`src/ifsb_regs.svh`:
```
`ifndef IFSB_REGS_SVH
`define IFSB_REGS_SVH

// apb byte offsets
`define IFSB_ADDR_W       12
`define IFSB_OFS_BANK0    12'h000
`define IFSB_OFS_BANK1    12'h004
`define IFSB_OFS_BANK2    12'h008
`define IFSB_OFS_BANK3    12'h00C
`define IFSB_OFS_BANK4    12'h010
`define IFSB_OFS_POLARITY 12'h014
`define IFSB_OFS_EVT_MASK 12'h018
`define IFSB_OFS_EVT_STAT 12'h01C

// implemented flag positions per bank
`define IFSB_IMPL_BANK0   16'h0007
`define IFSB_IMPL_BANK1   16'hFFDF
`define IFSB_IMPL_BANK2   16'h601F
`define IFSB_IMPL_BANK3   16'h7800
`define IFSB_IMPL_BANK4   16'hC07E

// variant dependent flags
`define IFSB_CAN_BITS2    16'h000C
`define IFSB_CAN_BITS4    16'h0040
`define IFSB_DAC_BITS4    16'hC000

// field counts and widths
`define IFSB_NUM_BANKS    5
`define IFSB_NUM_PINS     3
`define IFSB_POL_W        3
`define IFSB_EVT_W        5

// reset values
`define IFSB_RST_FLAGS    16'h0000
`define IFSB_RST_POLARITY 3'h0
`define IFSB_RST_EVT      5'h00

`endif

```
`src/ifsb_pkg.sv`:
```
`default_nettype none
`include "ifsb_regs.svh"

package ifsb_pkg;

    typedef logic [15:0] ifsb_flag_t;

    typedef enum {
        IFSB_SEL_BANK0,
        IFSB_SEL_BANK1,
        IFSB_SEL_BANK2,
        IFSB_SEL_BANK3,
        IFSB_SEL_BANK4,
        IFSB_SEL_POLARITY,
        IFSB_SEL_EVT_MASK,
        IFSB_SEL_EVT_STAT,
        IFSB_SEL_NONE
    } ifsb_sel_t;

endpackage

`default_nettype wire

```
`src/ifsb_top.sv`:
```
`default_nettype none

// Summary of operation
// RULE1 - flag reads one after its request
// RULE2 - unimplemented bits ignore writes, read zero
// RULE3 - implemented flags read/write, reset zero
// RULE4 - no CAN controller: CAN flags disabled
// RULE5 - no audio DAC: DAC flags disabled
// RULE6 - bank one upper byte flag order
// RULE7 - bank one lower byte flag order
// RULE8 - bank two layout, DMA, port, CAN, SPI
// RULE9 - bank three layout, clock, DMA, codec
// RULE10 - bank four layout, DAC, CAN, DMA, errors
// RULE11 - bank zero: compare, capture, pin zero
// RULE12 - pin edge chosen by polarity bit
// RULE13 - write zero clears; hardware set wins
module ifsb_top
    import ifsb_pkg::*;
#(
    parameter bit HAS_CAN = 1'b1,
    parameter bit HAS_DAC = 1'b1
)
(
    input  wire logic                    pclk,
    input  wire logic                    presetn,
    input  wire logic                    psel,
    input  wire logic                    penable,
    input  wire logic                    pwrite,
    input  wire logic [`IFSB_ADDR_W-1:0] paddr,
    input  wire logic [31:0]             pwdata,
    input  wire logic [3:0]              pstrb,
    output logic      [31:0]             prdata,
    output logic                         pready,
    output logic                         pslverr,
    input  wire logic                    ext_pin0,
    input  wire logic                    ext_pin1,
    input  wire logic                    ext_pin2,
    input  wire logic                    compare_ch1_req,
    input  wire logic                    capture_ch1_req,
    input  wire logic                    serial2_tx_req,
    input  wire logic                    serial2_rx_req,
    input  wire logic                    timer_five_req,
    input  wire logic                    timer_four_req,
    input  wire logic                    compare_ch4_req,
    input  wire logic                    compare_ch3_req,
    input  wire logic                    dma_ch2_done_req,
    input  wire logic                    capture_ch8_req,
    input  wire logic                    capture_ch7_req,
    input  wire logic                    change_notify_req,
    input  wire logic                    comparator_req,
    input  wire logic                    i2c_master_event_req,
    input  wire logic                    i2c_slave_event_req,
    input  wire logic                    dma_ch4_done_req,
    input  wire logic                    parallel_port_req,
    input  wire logic                    dma_ch3_done_req,
    input  wire logic                    can_event_req,
    input  wire logic                    can_rx_ready_req,
    input  wire logic                    spi_two_event_req,
    input  wire logic                    spi_two_error_req,
    input  wire logic                    calendar_clock_req,
    input  wire logic                    dma_ch5_done_req,
    input  wire logic                    codec_if_event_req,
    input  wire logic                    codec_if_error_req,
    input  wire logic                    dac_left_req,
    input  wire logic                    dac_right_req,
    input  wire logic                    can_tx_request_req,
    input  wire logic                    dma_ch7_done_req,
    input  wire logic                    dma_ch6_done_req,
    input  wire logic                    checksum_gen_req,
    input  wire logic                    serial2_error_req,
    input  wire logic                    serial1_error_req,
    output ifsb_flag_t                   irq_flags_bank_zero,
    output ifsb_flag_t                   irq_flags_bank_one,
    output ifsb_flag_t                   irq_flags_bank_two,
    output ifsb_flag_t                   irq_flags_bank_three,
    output ifsb_flag_t                   irq_flags_bank_four,
    output logic                         irq
);

    ifsb_flag_t                flag      [`IFSB_NUM_BANKS];
    ifsb_flag_t                req       [`IFSB_NUM_BANKS];
    ifsb_flag_t                live      [`IFSB_NUM_BANKS];
    ifsb_flag_t                next_flag [`IFSB_NUM_BANKS];
    logic [`IFSB_EVT_W-1:0]    new_set;
    logic [`IFSB_POL_W-1:0]    ext_pin_polarity;
    logic [`IFSB_EVT_W-1:0]    evt_mask;
    logic [`IFSB_EVT_W-1:0]    evt_stat;
    logic [`IFSB_EVT_W-1:0]    next_evt_stat;
    logic [`IFSB_NUM_PINS-1:0] pins;
    logic [`IFSB_NUM_PINS-1:0] pin_edge;
    ifsb_sel_t                 sel;
    logic                      setup_phase;
    logic                      access_done;
    logic                      wr_done;
    logic                      rd_done;
    ifsb_flag_t                lane_mask;
    logic [31:0]               next_rdata;

    assign pins = {ext_pin2, ext_pin1, ext_pin0};

    // external pin edge detectors
    genvar p;
    generate
        for (p = 0; p < `IFSB_NUM_PINS; p++)
        begin : g_pin
            ifsb_pin_edge u_edge (
                .pclk       (pclk),
                .presetn    (presetn),
                .pin        (pins[p]),
                .polarity   (ext_pin_polarity[p]),
                .edge_pulse (pin_edge[p])
            );
        end
    endgenerate

    // request vectors in bit order
    assign req[0] = {13'h0000, compare_ch1_req, capture_ch1_req, pin_edge[0]}; // see RULE11

    assign req[1] = {serial2_tx_req, serial2_rx_req, pin_edge[2], timer_five_req,
                     timer_four_req, compare_ch4_req, compare_ch3_req,
                     dma_ch2_done_req, // see RULE6
                     capture_ch8_req, capture_ch7_req, 1'h0, pin_edge[1],
                     change_notify_req, comparator_req, i2c_master_event_req,
                     i2c_slave_event_req}; // see RULE7

    assign req[2] = {1'h0, dma_ch4_done_req, parallel_port_req, 8'h00,
                     dma_ch3_done_req, can_event_req, can_rx_ready_req,
                     spi_two_event_req, spi_two_error_req}; // see RULE8

    assign req[3] = {1'h0, calendar_clock_req, dma_ch5_done_req,
                     codec_if_event_req, codec_if_error_req, 11'h000}; // see RULE9

    assign req[4] = {dac_left_req, dac_right_req, 7'h00, can_tx_request_req,
                     dma_ch7_done_req, dma_ch6_done_req, checksum_gen_req,
                     serial2_error_req, serial1_error_req, 1'h0}; // see RULE10

    // live bits: implemented and present in this variant
    assign live[0] = `IFSB_IMPL_BANK0; // see RULE2
    assign live[1] = `IFSB_IMPL_BANK1; // see RULE2
    assign live[2] = `IFSB_IMPL_BANK2 & (HAS_CAN ? 16'hFFFF : ~`IFSB_CAN_BITS2); // see RULE4
    assign live[3] = `IFSB_IMPL_BANK3; // see RULE2
    assign live[4] = `IFSB_IMPL_BANK4
                   & (HAS_CAN ? 16'hFFFF : ~`IFSB_CAN_BITS4) // see RULE4
                   & (HAS_DAC ? 16'hFFFF : ~`IFSB_DAC_BITS4); // see RULE5

    // apb address decode
    always_comb
    begin
        case (paddr)
            `IFSB_OFS_BANK0:    sel = IFSB_SEL_BANK0;
            `IFSB_OFS_BANK1:    sel = IFSB_SEL_BANK1;
            `IFSB_OFS_BANK2:    sel = IFSB_SEL_BANK2;
            `IFSB_OFS_BANK3:    sel = IFSB_SEL_BANK3;
            `IFSB_OFS_BANK4:    sel = IFSB_SEL_BANK4;
            `IFSB_OFS_POLARITY: sel = IFSB_SEL_POLARITY;
            `IFSB_OFS_EVT_MASK: sel = IFSB_SEL_EVT_MASK;
            `IFSB_OFS_EVT_STAT: sel = IFSB_SEL_EVT_STAT;
            default:            sel = IFSB_SEL_NONE;
        endcase
    end

    assign setup_phase = psel & ~penable;
    assign access_done = psel & penable & pready;
    assign wr_done     = access_done & pwrite;
    assign rd_done     = access_done & ~pwrite;
    assign lane_mask   = {{8{pstrb[1]}}, {8{pstrb[0]}}};

    // flag banks
    genvar b;
    generate
        for (b = 0; b < `IFSB_NUM_BANKS; b++)
        begin : g_bank
            always_comb
            begin
                next_flag[b] = flag[b];
                if (wr_done && sel == ifsb_sel_t'(b))
                    next_flag[b] = (flag[b] & ~lane_mask)
                                 | (pwdata[15:0] & lane_mask); // see RULE3
                next_flag[b] = (next_flag[b] | req[b]) & live[b]; // see RULE13
            end

            always_ff @(posedge pclk or negedge presetn)
            begin
                if (!presetn)
                    flag[b] <= `IFSB_RST_FLAGS; // see RULE3
                else
                    flag[b] <= next_flag[b]; // see RULE1
            end

            assign new_set[b] = |(req[b] & live[b] & ~flag[b]);
        end
    endgenerate

    assign irq_flags_bank_zero  = flag[0];
    assign irq_flags_bank_one   = flag[1];
    assign irq_flags_bank_two   = flag[2];
    assign irq_flags_bank_three = flag[3];
    assign irq_flags_bank_four  = flag[4];

    // edge polarity register
    always_ff @(posedge pclk or negedge presetn)
    begin
        if (!presetn)
            ext_pin_polarity <= `IFSB_RST_POLARITY;
        else if (wr_done && sel == IFSB_SEL_POLARITY && pstrb[0])
            ext_pin_polarity <= pwdata[`IFSB_POL_W-1:0]; // see RULE12
    end

    // event mask register
    always_ff @(posedge pclk or negedge presetn)
    begin
        if (!presetn)
            evt_mask <= `IFSB_RST_EVT;
        else if (wr_done && sel == IFSB_SEL_EVT_MASK && pstrb[0])
            evt_mask <= pwdata[`IFSB_EVT_W-1:0];
    end

    // sticky bank events, cleared by read, set wins
    always_comb
    begin
        next_evt_stat = evt_stat;
        if (rd_done && sel == IFSB_SEL_EVT_STAT)
            next_evt_stat = `IFSB_RST_EVT;
        next_evt_stat = next_evt_stat | new_set;
    end

    always_ff @(posedge pclk or negedge presetn)
    begin
        if (!presetn)
            evt_stat <= `IFSB_RST_EVT;
        else
            evt_stat <= next_evt_stat;
    end

    always_ff @(posedge pclk or negedge presetn)
    begin
        if (!presetn)
            irq <= 1'h0;
        else
            irq <= |(next_evt_stat & evt_mask);
    end

    // read mux, unused bits zero
    always_comb
    begin
        next_rdata = 32'h0000_0000;
        case (sel)
            IFSB_SEL_BANK0:    next_rdata[15:0] = flag[0]; // see RULE2
            IFSB_SEL_BANK1:    next_rdata[15:0] = flag[1];
            IFSB_SEL_BANK2:    next_rdata[15:0] = flag[2];
            IFSB_SEL_BANK3:    next_rdata[15:0] = flag[3];
            IFSB_SEL_BANK4:    next_rdata[15:0] = flag[4];
            IFSB_SEL_POLARITY: next_rdata[`IFSB_POL_W-1:0] = ext_pin_polarity;
            IFSB_SEL_EVT_MASK: next_rdata[`IFSB_EVT_W-1:0] = evt_mask;
            IFSB_SEL_EVT_STAT: next_rdata[`IFSB_EVT_W-1:0] = evt_stat;
            default:           next_rdata = 32'h0000_0000;
        endcase
    end

    // one wait-free access cycle
    always_ff @(posedge pclk or negedge presetn)
    begin
        if (!presetn)
            pready <= 1'h0;
        else
            pready <= setup_phase;
    end

    always_ff @(posedge pclk or negedge presetn)
    begin
        if (!presetn)
            pslverr <= 1'h0;
        else if (setup_phase)
            pslverr <= (sel == IFSB_SEL_NONE);
        else
            pslverr <= 1'h0;
    end

    always_ff @(posedge pclk or negedge presetn)
    begin
        if (!presetn)
            prdata <= 32'h0000_0000;
        else if (setup_phase && !pwrite)
            prdata <= next_rdata;
        else
            prdata <= 32'h0000_0000;
    end

endmodule

`default_nettype wire

```
`src/ifsb_pin_edge.sv`:
```
`default_nettype none

module ifsb_pin_edge
    import ifsb_pkg::*;
(
    input  wire logic pclk,
    input  wire logic presetn,
    input  wire logic pin,
    input  wire logic polarity,
    output logic      edge_pulse
);

    logic sync_a;
    logic sync_b;
    logic prev;
    logic primed;

    // two stage synchroniser
    always_ff @(posedge pclk or negedge presetn)
    begin
        if (!presetn)
        begin
            sync_a <= 1'h0;
            sync_b <= 1'h0;
        end
        else
        begin
            sync_a <= pin;
            sync_b <= sync_a;
        end
    end

    // history and start-up guard
    always_ff @(posedge pclk or negedge presetn)
    begin
        if (!presetn)
        begin
            prev   <= 1'h0;
            primed <= 1'h0;
        end
        else
        begin
            prev   <= sync_b;
            primed <= 1'h1;
        end
    end

    // polarity 1 falling, 0 rising
    always_comb
    begin
        if (polarity)
            edge_pulse = primed & prev & ~sync_b; // see RULE12
        else
            edge_pulse = primed & ~prev & sync_b; // see RULE12
    end

endmodule

`default_nettype wire

```
`config.mk`:
```
export PLATFORM = sky130hd
export DESIGN_NAME = ifsb_top
export DESIGN_NICKNAME = d
export VERILOG_FILES = /design/src/ifsb_pkg.sv /design/src/ifsb_top.sv /design/src/ifsb_pin_edge.sv
export VERILOG_INCLUDE_DIRS = /design/src /design/src/src
export SDC_FILE = /design/constraint.sdc
export NUM_CORES = 1
export LEC_CHECK = 0
export BUFFER_PORTS_ARGS = -buffer_cell sky130_fd_sc_hd__buf_2
export CAP_MARGIN = 5
export CORE_ASPECT_RATIO = 1.75
export CORE_UTILIZATION = 42
export DETAILED_ROUTE_END_ITERATION = 6
export GPL_TIMING_DRIVEN = 0
export PLACE_DENSITY = 0.77
export SYNTH_ARGS = -nofsm -noshare
export SYNTH_HDL_FRONTEND = slang
export SYNTH_HIERARCHICAL = 1
export SYNTH_SLANG_ARGS = --single-unit
```
`constraint.sdc`:
```
create_clock -name pclk -period 1.7 [get_ports pclk]
set_input_delay 0.34 -clock pclk [delete_from_list [all_inputs] [get_ports pclk]]
set_output_delay 0.34 -clock pclk [all_outputs]
set_load 0.01 [all_outputs]
```
# After elaboration in Yosys (flattened, before gate mapping)

Memories as Yosys holds them, arrays and structs flattened.
Index checks and enable logic that the tools add are counted.

Equal/unequal tests: 15
Mux-type cells: 15
Bitwise logic cells: 54
Reduce and logical (&&, ||, !) cells: 21

Operator list:

| operator                                                                | count |
|---|---|
| 32-bit by 3-bit equality test with 1-bit output (second input constant) | 6 |
| 32-bit by 4-bit equality test with 1-bit output (second input constant) | 4 |
| 32-bit by 2-bit equality test with 1-bit output (second input constant) | 3 |
| 16-bit bitwise AND                                                      | 5 |
| 16-bit OR reduction                                                     | 5 |
| 32-bit logical NOT                                                      | 2 |
| 16-bit OR                                                               | 4 |
| 15-bit OR                                                               | 4 |
| 16-bit 2-to-1 mux                                                       | 3 |
| 16-bit inverter                                                         | 3 |
| 11-bit case mux with 4 select lines                                     | 1 |
| 15-bit by 16-bit bitwise AND with 16-bit output                         | 2 |
| 32-bit by 1-bit equality test with 1-bit output (second input constant) | 1 |
| 32-bit by 5-bit equality test with 1-bit output (second input constant) | 1 |
| 32-bit 2-to-1 mux                                                       | 1 |
| 15-bit inverter with 16-bit output                                      | 2 |
| 15-bit bitwise AND                                                      | 2 |
| 15-bit 2-to-1 mux                                                       | 2 |
| 3-bit case mux with 7 select lines                                      | 1 |
| 1-bit bitwise AND                                                       | 17 |
| 3-bit by 16-bit bitwise AND with 16-bit output                          | 1 |
| 3-bit inverter with 16-bit output                                       | 1 |
| 1-bit logical AND                                                       | 11 |
| 2-bit case mux with 5 select lines                                      | 1 |
| 11 further kinds                                                        | 22 |

Flip-flop bits (word level): 79
Memory bits (read-only): 128
Input port bits: 90
Output and inout port bits: 115
Word-level logic and storage cells: 128
Memories: 1

Memories:

| name             | words | width | rd ports | clocked after Yosys merged registers in | wr ports | RTL line        | source |
|---|---|---|---|---|---|---|---|
| (name not given) | 32    | 4     | 1        | 0                                       | 0        | ifsb_top.sv:149 | `case (paddr)` |

# Depth between registers and ports, before layout

Word-level depth: 9
Gate-level depth with buffers: 8
Depth with buffers taken out: 8

# Cells and area by module

The synthesis kept the hierarchy.

Modules (own cells, without submodules):

| module        | times used | cells each | area each (µm²) | seq. area each (µm²) |
|---|---|---|---|---|
| ifsb_top      | 1          | 412        | 3852.4          | 1726.7 |
| ifsb_pin_edge | 3          | 8          | 127.6           | 100.1 |

# Worst setup path before layout

No wires, ideal clock.

Kind: reg2reg
From: register pready
To: register evt_mask[0]
Setup time: 0.125 ns
Arrival: 1.724 ns
Data required time: 1.575 ns
Path slack: -0.149 ns
Stages on the path, launching flop included: 6
Path buffers: 0
Clock period less this slack: 1.849 ns
Cell sequence: dfrtp_1 and3_1 nand3_1 or3_1 nor2_2 mux2_2

Word-level cells in the longest chain between the ends: 4

Ends and longest elaborated chain:

| item                            | RTL line        | source |
|---|---|---|
| from (decl)                     | ifsb_top.sv:33  | `output logic pready,` |
| from (signal assigned)          | ifsb_top.sv:266 | `pready <= setup_phase;` |
| 1-bit bitwise AND               | ifsb_top.sv:163 | `assign access_done = psel & penable & pready;` |
| 1-bit bitwise AND               | ifsb_top.sv:164 | `assign wr_done = access_done & pwrite;` |
| 1-bit logical AND (2 in series) | ifsb_top.sv:214 | `else if (wr_done && sel == IFSB_SEL_EVT_MASK && pstrb[0])` |
| to (signal assigned)            | ifsb_top.sv:213 | `` evt_mask <= `IFSB_RST_EVT; `` |
| to (signal assigned)            | ifsb_top.sv:215 | `` evt_mask <= pwdata[`IFSB_EVT_W-1:0]; `` |
| to (decl)                       | ifsb_top.sv:86  | `` logic [`IFSB_EVT_W-1:0] evt_mask; `` |

No other way between the ends.
A chain may end at the register's enable or synchronous reset.

==> out/summary.txt <==
static leakage: 2.95 nW
CTS tree: built
Die Wd: 77.9 um
most frequent cells in the layout: 126 x buf_2, 82 x buf_4, 80 x dfrtp_1
critical path data arrival time: 2.04 ns
Max Slew Vio Count: 0
# DRC: 0
hpwl dp: 9930 um
ys async rst share: 1.00
grt ovf: 0
layout cells sized above 1: 0.410
hold crit path type: input port to flop
RSZ-0062 raised after global routing: true
Cell variety after synth: 45
Final Hold Vio Count: 0
failing checks: setup timing
Die Y: 135 um
Worst setup EP type: flop
Detailed Route WL: 13,200 um
clk sinks: 81
pin count of the biggest net entering global routing: 51
DRT Pass-1 Iters: 4
Worst-Margin Slew: 0.616 ns
Buf+Inv Stages, Crit Path: 1
initial antenna violation count: 1
Port-buffer cells: 126
DRT iter0 DRCs: 207
Final Wtd Congestion: 0.859
Worst Setup SP: pready
cts bufs inserted: 9
CP top delay family: simple AND/OR/NAND/NOR gates
CP max FO: 10
Peak VDD IR: 0.501 mV
Final #Nets: 746
Syn-to-layout area delta: 41.1%
Seq cells post-synth: 81
WP data required: 1.95 ns
first-pass GRT wire length: 18,800 um
vias in the first global route: 3,679
top_reg_cell synth: dfrtp_1
Worst Path Class, Setup: flop to flop
Final Setup Violations: 8
I/O Pins: 205
Worst-Skew Late Latency: 0.35 ns
initial cell density of the core: 0.430
Tmin final: 1.79 ns
vias post-DR: 3,886
post-synthesis instance area: 0.00424 sq mm
worst slew margin relative to its limit: 0.589
total power: 4.45 mW
Rows: 48
worst path cell trace: and3_4 -> nand3_4 -> or3_4 -> nor2_2 -> buf_4 -> nor3_1 -> a21oi_1
Slowest-stage cell, CP: or3_4
Worst Setup Start Kind: flop
pre-CTS WS: -0.429 ns
ratio of final minimum period to clock period: 1.05
Fmax: 558 MHz
vias per std cell: 4.93
Max Cap Viol: 0
Post-synth EDFFs: 0
clk buf depth: 2
Post-DRT Antenna Nets: 0
status: finished, violations left
worst r2r src: pready
Worst Slack Setup Final: -0.0919 ns
root buf cell: clkbuf_16
Mapped Cells: 436
core area: 0.00985 sq mm
Mean Syn Cell Area: 9.71 sq um
Avg WL per Cell: 16.7 um
Clock Pin Slew Worst Setup and Hold Paths: 0.06 ns
register area share after synthesis: 0.479
Pwr Density: 744 mW/mm^2
GRT Resource Usage Total: 0.244
die area: 0.0105 sq mm
hold_sp: ext_pin0
commonest non-fill, non-tap cell in the layout: buf_2
Warnings, synthesis: 6
Largest stage delay, worst path: 0.40 ns
skew final: 0.00665 ns
H-tree depth: 3
[final timing paths]
path,end,slack (ns),cells after the start
worst max register to register,irq_flags_bank_four[5],-0.09,7
max in group asynchronous,evt_mask[2],0.61,3
worst max-delay path,irq_flags_bank_four[5],-0.09,7
worst min register to register,g_pin[0].u_edge/sync_b,0.35,0
worst min-delay path,g_pin[0].u_edge/sync_a,0.1,1
min in group asynchronous,irq_flags_bank_one[8],0.49,2
[sequential cells by signal, summed over array words and instances, names as in the netlist, 3 cells and up]
signal and count:
irq_flags_bank_one 15, irq_flags_bank_three 4, prdata 16, irq_flags_bank_zero 3
ext_pin_polarity 3, g_pin.u_edge/sync_a 3, g_pin.u_edge/primed 3, evt_stat 5
g_pin.u_edge/sync_b 3, g_pin.u_edge/prev 3, evt_mask 5, irq_flags_bank_four 8
irq_flags_bank_two 7
[layer usage]
layer  part of all wire  global-route usage  wire length, um  up-vias
li1                   -                   -                -     1830
met1               0.34               0.238             4500     1812
met2               0.54               0.453             7130      203
met3              0.063              0.0486              827       41
met4              0.054               0.170              711        0
met5                  0                   0                0        -
[final cells by class]
class                      instances  area, sq um
sequential                        81         2030
antenna                            2         5.00
clock buffer                      14          274
clock inverter                     2         35.0
multi-input combinational        306         1970
tap                              125          156
fill                             840         3870
timing repair buffer             150          852
buffer                            70          517
inverter                          38          143
[worst reg2reg max path: stages (launching register included)]
cell,delay [ns]
dfrtp_1,0.34
and3_4,0.22
nand3_4,0.09
or3_4,0.40
nor2_2,0.18
buf_4,0.21
nor3_1,0.07
a21oi_1,0.19
[cells in the mapped netlist, drive strengths merged, types with 5 or more instances]
cell | number | share of area
a211o | 8 | 0.017
a21oi | 18 | 0.021
a22oi | 10 | 0.018
and3 | 6 | 0.0089
buf | 66 | 0.11
dfrtp | 81 | 0.48
inv | 38 | 0.034
mux2 | 10 | 0.027
mux2i | 25 | 0.059
nand2 | 32 | 0.028
nand2b | 6 | 0.0089
nand3 | 5 | 0.0089
nor2 | 46 | 0.044
nor3 | 22 | 0.031
o22ai | 16 | 0.024
[kinds of logic after synthesis]
| group | count (synthesis) | synth area share |
|---|---|---|
| buf+inv | 108 | 0.152 |
| flops | 81 | 0.479 |
| mux | 35 | 0.0857 |
| other cells | 4 | 0.00354 |
| compound gates | 72 | 0.117 |
| simple gates | 136 | 0.164 |
[power by group]
part	switching [mW]	leakage (nW)	internal [mW]
logic	0.280	1.92	0.212
clock network	0.744	0.153	1.26
registers	0.00939	0.882	1.95
[repair_timing]
| item | 4_1_cts | 5_1_grt |
|---|---|---|
| endpoints found under the setup margin | 21 | 40 |
| endpoints found under the hold margin | 31 | 0 |
| setup buffers | 15 | 7 |
| gates cloned | 0 | 1 |
| pin swaps | 8 | 13 |
| hold buffers | 1 | 0 |
| gates resized for setup | 14 | 19 |
[per-stage QoR]
stage | util | hold WS (ns) | setup TNS [ns] | cells | cell area (sq um)
floorplan | - | 0.0444 | -0.150 | 494 | 4510
global placement | 0.538 | 0.334 | -37.69 | 745 | 5300
detailed placement | 0.541 | 0.311 | -17.55 | 746 | 5330
CTS | 0.591 | 0.0957 | -0.246 | 778 | 5820
global route | 0.607 | 0.0952 | -1.56 | 787 | 5970
finish | 0.607 | 0.0994 | -0.284 | 788 | 5980
No activity file was read; power rests on OpenSTA's default activity.
